$ cat src/logic/dsp_dec_pkg.sv
// constants, types and decode tables for the signal-processing extension decoder
// Summary of operation
// - major opcode from bits 31..26, row/column
// - major 011111 selects extended op space
// - branch rt 11100 position branch, 11101 reserved
// - function bits 5..0 select extension classes
// - higher-level function codes raise reserved exception
// - reserved codes, upper 011/101, raise exception
// - release 1 traps whole extended space
// - op field bits 10..6, operand fields fixed
// - add/subtract op codes map to operations
// - unassigned add/subtract ops: implementation choice
// - compare/pick op codes map, others reserved
// - op 01001 halfword absolute, bits 25..21 zero
// - op 01010 replicate, 10-bit immediate 25..16
// - indexed load uses base and index fields
// - dot product accumulator from bits 12..11
// - accumulator moves use bits 12..11 or 22..21
package dsp_dec_pkg;

	// instruction field positions
	localparam int MAJOR_HI = 31;                  // major opcode msb
	localparam int MAJOR_LO = 26;                  // major opcode lsb
	localparam int FIRST_HI = 25;                  // first source field
	localparam int FIRST_LO = 21;
	localparam int SECOND_HI = 20;                 // second source field
	localparam int SECOND_LO = 16;
	localparam int DEST_HI = 15;                   // destination field
	localparam int DEST_LO = 11;
	localparam int SUBOP_HI = 10;                  // sub operation field
	localparam int SUBOP_LO = 6;
	localparam int FUNC_HI = 5;                    // function field
	localparam int FUNC_LO = 0;
	localparam int ACC_TO_LO = 11;                 // accumulator for moves into / dot product
	localparam int ACC_FROM_LO = 21;               // accumulator for moves out

	// major opcodes
	localparam logic [5:0] MAJOR_EXTENDED = 6'h1F; // extended op space
	localparam logic [5:0] MAJOR_BRANCH = 6'h01;   // immediate branch class
	localparam logic [5:0] MAJOR_BASE_DEF = 6'h00; // base space holding accumulator moves

	// immediate branch second source codes
	localparam logic [4:0] RT_POS_GE_32 = 5'h1C;   // branch if position >= 32
	localparam logic [4:0] RT_POS_HIGHER = 5'h1D;  // higher ISA level

	// function codes in the extended op space
	localparam logic [5:0] FN_INDEXED_LOAD = 6'h0A;
	localparam logic [5:0] FN_INSERT_VAR = 6'h0C;
	localparam logic [5:0] FN_ADD_SUB = 6'h10;
	localparam logic [5:0] FN_CMP_PICK = 6'h11;
	localparam logic [5:0] FN_ABS_REPL = 6'h12;
	localparam logic [5:0] FN_SHIFT = 6'h13;
	localparam logic [5:0] FN_DOT_PROD = 6'h30;
	localparam logic [5:0] FN_ACC_EXTRACT = 6'h38;

	// function codes that are explicitly reserved, one bit per code
	localparam logic [63:0] FN_RESERVED_MAP = 64'hF6FE_FFEE_FFFF_E800;

	// sub operation codes named by the absolute/replicate class
	localparam logic [4:0] OP_ABS_HALF = 5'h09;
	localparam logic [4:0] OP_REPL_HALF = 5'h0A;

	// legal sub operations per class, bit n set when op n is assigned
	localparam logic [31:0] ADD_SUB_MAP = 32'hB0D7_CCF3;
	localparam logic [31:0] CMP_PICK_MAP = 32'h0030_DF7F;
	localparam logic [31:0] ABS_REPL_MAP = 32'hF802_3EFC;
	localparam logic [31:0] UNCHECKED_MAP = 32'hFFFF_FFFF;

	// unassigned add/subtract ops trap when set
	localparam logic ADD_SUB_UNASSIGNED_TRAPS = 1'b1;

	// decoded class
	typedef enum logic [3:0] {
		CLS_NONE        = 4'b0000,
		CLS_BRANCH_POS  = 4'b0001,
		CLS_INDEXED     = 4'b0010,
		CLS_INSERT_VAR  = 4'b0011,
		CLS_ADD_SUB     = 4'b0100,
		CLS_CMP_PICK    = 4'b0101,
		CLS_ABS_REPL    = 4'b0110,
		CLS_SHIFT       = 4'b0111,
		CLS_DOT_PROD    = 4'b1000,
		CLS_ACC_EXTRACT = 4'b1001,
		CLS_MOVE_TO     = 4'b1010,
		CLS_MOVE_FROM   = 4'b1011
	} cls_t;

	// decoded operation record
	typedef struct packed {
		cls_t       cls;        // operation class
		logic [4:0] sub_op;     // sub operation code
		logic [4:0] first_src;  // first source or base register
		logic [4:0] second_src; // second source or index register
		logic [4:0] dest;       // destination register
		logic [1:0] acc_sel;    // accumulator select
		logic [9:0] imm10;      // replicate immediate
		logic       indexed;    // first/second are base/index
	} dec_t;

	localparam dec_t DEC_RESET = '{cls: CLS_NONE, default: '0};

endpackage

$ cat src/logic/sub_op_check.sv
// sub operation legality lookup for the classes that need a second decode step
`timescale 1ns/1ps
module sub_op_check
	import dsp_dec_pkg::*;
(
	input  wire dsp_dec_pkg::cls_t cls,     // class of the word
	input  wire logic [4:0]        sub_op,  // sub operation field
	output logic                   assigned // op is a named operation
);

	// legal op map for a class, unchecked classes pass
	function automatic logic [31:0] class_map(input cls_t c);
		unique case (c)
			CLS_ADD_SUB:  class_map = ADD_SUB_MAP;
			CLS_CMP_PICK: class_map = CMP_PICK_MAP;
			CLS_ABS_REPL: class_map = ABS_REPL_MAP;
			default:      class_map = UNCHECKED_MAP;
		endcase
	endfunction

	logic [31:0] op_map; // legal op map of this class

	// bit select by op code, map held in a variable since a call result cannot be indexed
	always_comb begin
		op_map = class_map(cls);
		assigned = op_map[sub_op];
	end

endmodule // sub_op_check

$ cat src/logic/dsp_ext_decoder.sv
// instruction decoder for the signal-processing extension opcodes
`timescale 1ns/1ps
module dsp_ext_decoder #(
	parameter logic [5:0] MOVE_TO_FN   = 6'h00, // base-space function of moves into accumulator halves
	parameter logic [5:0] MOVE_FROM_FN = 6'h01  // base-space function of moves out of accumulator halves
) (
	input  wire logic               CLOCK,        // core clock
	input  wire logic               SYS_RST,      // synchronous reset, high
	input  wire logic               INSTR_VALID,  // instruction word present
	input  wire logic [31:0]        INSTR,        // instruction word
	input  wire logic               IMPL_RELEASE2, // core implements release 2
	output dsp_dec_pkg::dec_t       DEC,          // decoded operation
	output logic                    DEC_VALID,    // decoded record valid
	output logic                    RSVD_EXC      // reserved instruction exception
);
	import dsp_dec_pkg::*;

	logic [5:0] major;       // major opcode
	logic [2:0] major_row;   // major opcode row
	logic [2:0] major_col;   // major opcode column
	logic [5:0] func;        // function field
	logic [4:0] sub_op;      // op field
	logic [4:0] rt_field;    // second source field
	logic       op_ok;       // op legal in class
	dec_t       dec_d;       // next record
	logic       exc_d;       // next exception
	dec_t       dec_q;       // registered record
	logic       valid_q;     // registered valid
	logic       exc_q;       // registered exception
	cls_t       fn_cls;      // class from the function field alone

	// field extraction
	assign major_row = INSTR[MAJOR_HI -: 3];
	assign major_col = INSTR[MAJOR_LO +: 3];
	assign major = {major_row, major_col};
	assign func = INSTR[FUNC_HI:FUNC_LO];
	assign sub_op = INSTR[SUBOP_HI:SUBOP_LO];
	assign rt_field = INSTR[SECOND_HI:SECOND_LO];

	// class of an extended-space function code, none for blank or reserved slots
	function automatic cls_t ext_class(input logic [5:0] fn);
		unique case (fn)
			FN_INDEXED_LOAD: ext_class = CLS_INDEXED;
			FN_INSERT_VAR:   ext_class = CLS_INSERT_VAR;
			FN_ADD_SUB:      ext_class = CLS_ADD_SUB;
			FN_CMP_PICK:     ext_class = CLS_CMP_PICK;
			FN_ABS_REPL:     ext_class = CLS_ABS_REPL;
			FN_SHIFT:        ext_class = CLS_SHIFT;
			FN_DOT_PROD:     ext_class = CLS_DOT_PROD;
			FN_ACC_EXTRACT:  ext_class = CLS_ACC_EXTRACT;
			default:         ext_class = CLS_NONE;
		endcase
	endfunction

	// lookup class taken straight from the word, so the trap decision never feeds back into it
	assign fn_cls = (major == MAJOR_EXTENDED) ? ext_class(func) : CLS_NONE;

	// second-step op lookup
	sub_op_check u_check (
		.cls      (fn_cls),
		.sub_op   (sub_op),
		.assigned (op_ok)
	);

	// class decode and exception rules
	always_comb begin
		dec_d = DEC_RESET;
		exc_d = 1'b0;
		dec_d.sub_op = sub_op;
		dec_d.first_src = INSTR[FIRST_HI:FIRST_LO];
		dec_d.second_src = rt_field;
		dec_d.dest = INSTR[DEST_HI:DEST_LO];
		if (major == MAJOR_EXTENDED) begin
			unique case (func)
				FN_INDEXED_LOAD: begin
					dec_d.cls = CLS_INDEXED;
					dec_d.indexed = 1'b1;
				end
				FN_INSERT_VAR:  dec_d.cls = CLS_INSERT_VAR;
				FN_ADD_SUB:     dec_d.cls = CLS_ADD_SUB;
				FN_CMP_PICK:    dec_d.cls = CLS_CMP_PICK;
				FN_ABS_REPL:    dec_d.cls = CLS_ABS_REPL;
				FN_SHIFT:       dec_d.cls = CLS_SHIFT;
				FN_DOT_PROD: begin
					dec_d.cls = CLS_DOT_PROD;
					dec_d.acc_sel = INSTR[ACC_TO_LO +: 2];
				end
				FN_ACC_EXTRACT: begin
					dec_d.cls = CLS_ACC_EXTRACT;
					dec_d.acc_sel = INSTR[ACC_TO_LO +: 2];
				end
				default: begin
					// reserved and higher-level codes trap, blank slots belong elsewhere
					exc_d = FN_RESERVED_MAP[func];
				end
			endcase
			// unassigned op codes in the checked classes
			if (!op_ok) begin
				if (dec_d.cls == CLS_ADD_SUB) begin
					exc_d = ADD_SUB_UNASSIGNED_TRAPS;
				end else begin
					exc_d = 1'b1;
				end
			end
			// absolute/replicate operand forms
			if (dec_d.cls == CLS_ABS_REPL) begin
				if (sub_op == OP_ABS_HALF && dec_d.first_src != 5'h00) begin
					exc_d = 1'b1;
				end
				if (sub_op == OP_REPL_HALF) begin
					dec_d.imm10 = INSTR[FIRST_HI:SECOND_LO];
				end
			end
			// release 1 has no extended space at all
			if (!IMPL_RELEASE2) begin
				exc_d = 1'b1;
			end
		end else if (major == MAJOR_BRANCH) begin
			if (rt_field == RT_POS_GE_32) begin
				dec_d.cls = CLS_BRANCH_POS;
			end else if (rt_field == RT_POS_HIGHER) begin
				exc_d = 1'b1;
			end
		end else if (major == MAJOR_BASE_DEF) begin
			if (func == MOVE_TO_FN) begin
				dec_d.cls = CLS_MOVE_TO;
				dec_d.acc_sel = INSTR[ACC_TO_LO +: 2];
			end else if (func == MOVE_FROM_FN) begin
				dec_d.cls = CLS_MOVE_FROM;
				dec_d.acc_sel = INSTR[ACC_FROM_LO +: 2];
			end
		end
		// an exception carries no operation
		if (exc_d) begin
			dec_d.cls = CLS_NONE;
		end
	end

	// decoded record register
	always_ff @(posedge CLOCK) begin
		if (SYS_RST) begin
			dec_q <= DEC_RESET;
		end else if (INSTR_VALID) begin
			dec_q <= dec_d;
		end
	end

	// valid register
	always_ff @(posedge CLOCK) begin
		if (SYS_RST) begin
			valid_q <= 1'b0;
		end else begin
			valid_q <= INSTR_VALID;
		end
	end

	// exception register, only for a present word
	always_ff @(posedge CLOCK) begin
		if (SYS_RST) begin
			exc_q <= 1'b0;
		end else begin
			exc_q <= INSTR_VALID & exc_d;
		end
	end

	assign DEC = dec_q;
	assign DEC_VALID = valid_q;
	assign RSVD_EXC = exc_q;

	// checks on the registered results
	a_ext_cmp_pick: assert property (@(posedge CLOCK) disable iff (SYS_RST)
		(INSTR_VALID && IMPL_RELEASE2 && INSTR[31:26] == 6'h1F && INSTR[5:0] == 6'h11 && INSTR[10:6] == 5'h03)
		|=> (DEC.cls == CLS_CMP_PICK && !RSVD_EXC))
		else $error("compare/pick pick op not decoded");
	a_rel1_traps: assert property (@(posedge CLOCK) disable iff (SYS_RST)
		(INSTR_VALID && !IMPL_RELEASE2 && INSTR[31:26] == 6'h1F) |=> RSVD_EXC && DEC.cls == CLS_NONE)
		else $error("release 1 extended word did not trap");
	a_branch_pos: assert property (@(posedge CLOCK) disable iff (SYS_RST)
		(INSTR_VALID && INSTR[31:26] == 6'h01 && INSTR[20:16] == 5'h1C) |=> DEC.cls == CLS_BRANCH_POS && !RSVD_EXC)
		else $error("position branch not decoded");
	a_branch_higher: assert property (@(posedge CLOCK) disable iff (SYS_RST)
		(INSTR_VALID && INSTR[31:26] == 6'h01 && INSTR[20:16] == 5'h1D) |=> RSVD_EXC)
		else $error("higher level branch did not trap");
	a_upper_reserved: assert property (@(posedge CLOCK) disable iff (SYS_RST)
		(INSTR_VALID && INSTR[31:26] == 6'h1F && (INSTR[5:3] == 3'b011 || INSTR[5:3] == 3'b101)) |=> RSVD_EXC)
		else $error("reserved function row did not trap");
	a_higher_fn: assert property (@(posedge CLOCK) disable iff (SYS_RST)
		(INSTR_VALID && INSTR[31:26] == 6'h1F && (INSTR[5:0] == 6'h0D || INSTR[5:2] == 4'b0101
		|| INSTR[5:0] == 6'h34 || INSTR[5:0] == 6'h3C)) |=> RSVD_EXC)
		else $error("higher level function did not trap");
	a_dot_acc: assert property (@(posedge CLOCK) disable iff (SYS_RST)
		(INSTR_VALID && IMPL_RELEASE2 && INSTR[31:26] == 6'h1F && INSTR[5:0] == 6'h30)
		|=> DEC.acc_sel == $past(INSTR[12:11]) && DEC.cls == CLS_DOT_PROD)
		else $error("dot product accumulator wrong");
	a_repl_imm: assert property (@(posedge CLOCK) disable iff (SYS_RST)
		(INSTR_VALID && IMPL_RELEASE2 && INSTR[31:26] == 6'h1F && INSTR[5:0] == 6'h12 && INSTR[10:6] == 5'h0A)
		|=> DEC.imm10 == $past(INSTR[25:16]) && DEC.dest == $past(INSTR[15:11]) && !RSVD_EXC)
		else $error("replicate immediate wrong");
	a_abs_nonzero: assert property (@(posedge CLOCK) disable iff (SYS_RST)
		(INSTR_VALID && INSTR[31:26] == 6'h1F && INSTR[5:0] == 6'h12 && INSTR[10:6] == 5'h09
		&& INSTR[25:21] != 5'h00) |=> RSVD_EXC)
		else $error("absolute with nonzero first field did not trap");
	a_cmp_reserved: assert property (@(posedge CLOCK) disable iff (SYS_RST)
		(INSTR_VALID && INSTR[31:26] == 6'h1F && INSTR[5:0] == 6'h11 && INSTR[10:9] == 2'b11) |=> RSVD_EXC)
		else $error("reserved compare op did not trap");
	a_add_named: assert property (@(posedge CLOCK) disable iff (SYS_RST)
		(INSTR_VALID && IMPL_RELEASE2 && INSTR[31:26] == 6'h1F && INSTR[5:0] == 6'h10 && INSTR[10:6] == 5'h12)
		|=> DEC.cls == CLS_ADD_SUB && DEC.sub_op == 5'h12 && !RSVD_EXC)
		else $error("modulo subtract not decoded");
	a_indexed_fields: assert property (@(posedge CLOCK) disable iff (SYS_RST)
		(INSTR_VALID && IMPL_RELEASE2 && INSTR[31:26] == 6'h1F && INSTR[5:0] == 6'h0A)
		|=> DEC.indexed && DEC.first_src == $past(INSTR[25:21]) && DEC.second_src == $past(INSTR[20:16]))
		else $error("indexed load fields wrong");
	a_exc_needs_word: assert property (@(posedge CLOCK) disable iff (SYS_RST)
		!INSTR_VALID |=> !RSVD_EXC && !DEC_VALID)
		else $error("exception without a word");
	a_insert_var: assert property (@(posedge CLOCK) disable iff (SYS_RST)
		(INSTR_VALID && IMPL_RELEASE2 && INSTR[31:26] == 6'h1F && INSTR[5:0] == 6'h0C)
		|=> DEC.cls == CLS_INSERT_VAR && !RSVD_EXC)
		else $error("insert variable not decoded");
	a_add_unassigned: assert property (@(posedge CLOCK) disable iff (SYS_RST)
		(INSTR_VALID && IMPL_RELEASE2 && INSTR[31:26] == 6'h1F && INSTR[5:0] == 6'h10
		&& INSTR[10:6] inside {5'h02, 5'h03, 5'h08, 5'h09, 5'h0C, 5'h0D, 5'h13,
		5'h15, 5'h18, 5'h19, 5'h1A, 5'h1B, 5'h1E})
		|=> RSVD_EXC == ADD_SUB_UNASSIGNED_TRAPS)
		else $error("unassigned add/subtract op wrong");
	a_move_from: assert property (@(posedge CLOCK) disable iff (SYS_RST)
		(INSTR_VALID && INSTR[31:26] == MAJOR_BASE_DEF && INSTR[5:0] == MOVE_FROM_FN)
		|=> DEC.cls == CLS_MOVE_FROM && DEC.acc_sel == $past(INSTR[22:21]))
		else $error("move from accumulator select wrong");
	a_blank_slot: assert property (@(posedge CLOCK) disable iff (SYS_RST)
		(INSTR_VALID && IMPL_RELEASE2 && INSTR[31:26] == 6'h1F
		&& (INSTR[5:3] == 3'b000 || INSTR[5:0] inside {6'h08, 6'h09, 6'h20, 6'h24, 6'h3B}))
		|=> DEC.cls == CLS_NONE && !RSVD_EXC)
		else $error("blank extended slot trapped");
	a_valid_pulse: assert property (@(posedge CLOCK) disable iff (SYS_RST)
		INSTR_VALID |=> DEC_VALID)
		else $error("word without an answer");
	a_field_copy: assert property (@(posedge CLOCK) disable iff (SYS_RST)
		INSTR_VALID |=> DEC.sub_op == $past(INSTR[10:6]) && DEC.first_src == $past(INSTR[25:21])
		&& DEC.dest == $past(INSTR[15:11]))
		else $error("operand fields not passed through");

endmodule // dsp_ext_decoder

$ cat config.mk
export PLATFORM = sky130hd
export DESIGN_NAME = dsp_ext_decoder
export DESIGN_NICKNAME = d
export VERILOG_FILES = /design/src/logic/dsp_dec_pkg.sv /design/src/logic/sub_op_check.sv /design/src/logic/dsp_ext_decoder.sv
export SDC_FILE = /design/constraint.sdc
export NUM_CORES = 1
export LEC_CHECK = 0
export BUFFER_PORTS_ARGS = -buffer_cell sky130_fd_sc_hd__buf_4
export CAP_MARGIN = 40
export CORE_ASPECT_RATIO = 1.2
export CORE_MARGIN = 8
export CORE_UTILIZATION = 49
export CTS_CLUSTER_SIZE = 40
export DETAILED_ROUTE_END_ITERATION = 10
export PLACE_DENSITY = 0.79
export SKIP_CTS_REPAIR_TIMING = 1
export SYNTH_ARGS = -nofsm -noshare
export SYNTH_HDL_FRONTEND = slang
export SYNTH_HIERARCHICAL = 1
export SYNTH_SLANG_ARGS = --single-unit
export TNS_END_PERCENT = 30
$ cat constraint.sdc
create_clock -name CLOCK -period 2.6 [get_ports CLOCK]
set_clock_uncertainty 0.15 [all_clocks]
set_input_delay 0 -clock CLOCK [delete_from_list [all_inputs] [get_ports CLOCK]]
set_output_delay 0 -clock CLOCK [all_outputs]
set_load 0.005 [all_outputs]
==> impl_metrics.csv <==
group,metric,value,unit
timing,period_needed,2.27,ns
synth,synth_ff_type,"dfxtp_1",
placement,dp_hpwl,4370,um
clock_tree,cts_tree,"yes",
timing,drv_slew,0,
floorplanning,die_width,75.4,um
critical_path,reg2reg_depth,3,
grt,grt_overflow,0,
synth,ys_seq_area_share,37.7,%
timing,rsz0062_at_grt,"false",
grt,grt_pass1_vias,1934,
detailed_routing,vias,2092,
critical_path,start_kind,"input pin",
final_layout,finalNetCount,364,
power,p_leak,1.34,nW
timing,worst_pin_slew,0.611,ns
detailed_routing,drt-vias-per-instance,5.49,
flow_run,max_cap_viol_count,0,
detailed_routing,wl_per_cell,16.8,um
critical_path,critical_path.max_fanout,10,
grt,grt_use_total,17.9,%
power,power.density,434,nW/um^2
timing,slew-limit-headroom,59.0,%
min_path,worstHoldPathType,"in2reg",
synth,synthDistinctLibCells,52,
synth,synth-seq-cells,39,
critical_path,end_kind,"flop",
grt,grt_pass1_wl,9140,um
grt,grt_max_degree,29,
detailed_routing,wl,6390,um
clock_tree,clock_path_buffers,2,
synth,ys_warn_count,6,
power,totalPowerFinal,1.30,mW
critical_path,path_class,"in2reg",
clock_tree,cts_root_buf,"clkbuf_8",
timing,setup_viol,0,
floorplanning,core-area,4160,sq um
final_layout,nFillCells,352,
timing,hold_violations,0,
placement,io_buffers,74,
synth,syn-num-nets,267,
power,vdd_ir_drop_max,0.000422,V
final_layout,syn2layout_area_growth,44.5,%
detailed_routing,firstDrtPassIters,4,
clock_tree,htree_levels,2,
final_layout,finalCoreUtilization,71.9,%
critical_path,worstPathArrival,2.32,ns
status,outcome,"complete, no violations",
clock_tree,cts_sinks,39,
synth,netlist_instances,226,
synth,syn-mean-instance-area,9.17,sq um
floorplanning,dieArea,6570,sq um
floorplanning,fp.dieH,87.2,um
floorplanning,initial_core_util,49.8,%
clock_tree,clkLatencyLatePin,0.28,ns
timing,setup_tns,0,ns
floorplanning,io_pins,75,
clock_tree,path_clk_slew,0.07,ns
floorplanning,num_rows,26,
detailed_routing,remaining_drc_errors,0,
clock_tree,cts-buffers-inserted,5,
critical_path,required,2.66,ns
timing,fmax,0.441,GHz
grt,antenna_found_initial,1,
detailed_routing,antenna_left,0,
placement,place.gp.congestion,0.932,
detailed_routing,drtIter0Drc,143,
synth,postSynth.asyncResetShare,0,%
synth,synth_edf_count,0,
min_path,whs_path_depth,4,
synth,netlist_area,2070,sq um
final_layout,drive_gt1_share,31.2,%
timing,post-route-period-util,87.2,%
## sequential cells by signal, summed over array words and instances, names as in the netlist
name,flops
DEC,37
DEC_VALID,1
RSVD_EXC,1
## cell usage after synthesis, drive strengths merged, types with 2 or more instances
cell type	instances	area (sq um)
dfxtp	39	781
nor2	33	124
mux2i	20	200
nand2	12	45.0
a22o	10	87.6
o21ai	10	50.1
buf	9	62.6
inv	9	33.8
a21oi	8	40.0
nand2b	6	37.5
ha	5	62.6
nand3	5	25.0
nor4	4	40.0
or2	4	25.0
a311oi	3	26.3
clkbuf	3	11.3
nand3b	3	22.5
nand4	3	25.0
nand4b	3	26.3
nor2b	3	18.8
nor3	3	15.0
a211o	2	20.0
a22oi	2	15.0
a32oi	2	17.5
and3	2	12.5
nor4b	2	38.8
o21a	2	15.0
o2bb2ai	2	23.8
or4	2	15.0
## logic make-up after synthesis
| kind of cell | synth area share (%) |
|---|---|
| buffers and inverters | 5.19 |
| adders and majority gates | 3.02 |
| AOI/OAI and AO/OA | 19.4 |
| and+or+nand+nor | 24.5 |
| muxes | 10.2 |
| DFF | 37.7 |
## layout by cell type, fill, tap and decap left out, types with 4 or more instances in the layout
cell type	synthesis	routed
nor2_1	33	33
mux2i_1	20	20
clkbuf_8	0	6
dlygate4sd3_1	0	25
o21ai_0	8	8
a22o_1	10	10
nand2b_1	6	6
inv_1	9	9
dfxtp_1	39	39
buf_4	3	77
a21oi_1	8	8
or2_2	4	4
nand2_1	12	12
nand3_1	5	5
ha_1	5	5
## where the power goes
part / internal [mW] / switching (mW)
Sequential: 0.618 / 0.0107
Clock: 0.217 / 0.210
Combinational: 0.130 / 0.114
## final cells by class
cell class                 count  area (sq um)  share of cell area [%]
multi-input combinational    166          1180                    39.5
timing repair buffer         102           828                    27.7
sequential                    39           781                    26.1
clock buffer                   7          86.3                    2.88
tap                           56          70.1                    2.34
inverter                       9          33.8                    1.13
clock inverter                 1          8.76                   0.293
antenna                        1          2.50                  0.0836
## critical path, stage by stage
cell and delay [ns]:
buf_4 0.11, nand2b_1 0.18, or2_2 0.37, nor2_1 0.49, nor2b_1 0.16, a211oi_2 0.24
a21oi_1 0.06, a32oi_1 0.22, o2111ai_2 0.21, o32ai_2 0.28
## path summary, 6_finish.rpt
kind	slack, ns	start	to
setup / recovery	0.33	INSTR[31]	DEC[34]
setup reg to reg	1.23	DEC[15]	DEC[15]
hold reg to reg	0.32	DEC[0]	DEC[0]
hold / removal	0.001	INSTR[5]	DEC[0]
## through the flow
step           area (sq um)  hold WS [ns]  worst slack (ns)  std cells
2_1_floorplan          2070       -0.0243             0.422        226
3_5_place_dp           2640        0.0849            0.0140        346
6_report               2990       0.00139             0.334        381
5_1_grt                2990        0.0130            0.0646        381
4_1_cts                2730        -0.219             0.329        354
3_3_place_gp           2640        0.0751             0.136        346
## per-layer routing
layer	GRT usage, %	share of wire [%]
met1	20.7	39
met2	28.9	52
met3	5.88	7.6
met4	7.88	1.8
met5	0	0
(Power assumes the default switching activity.)
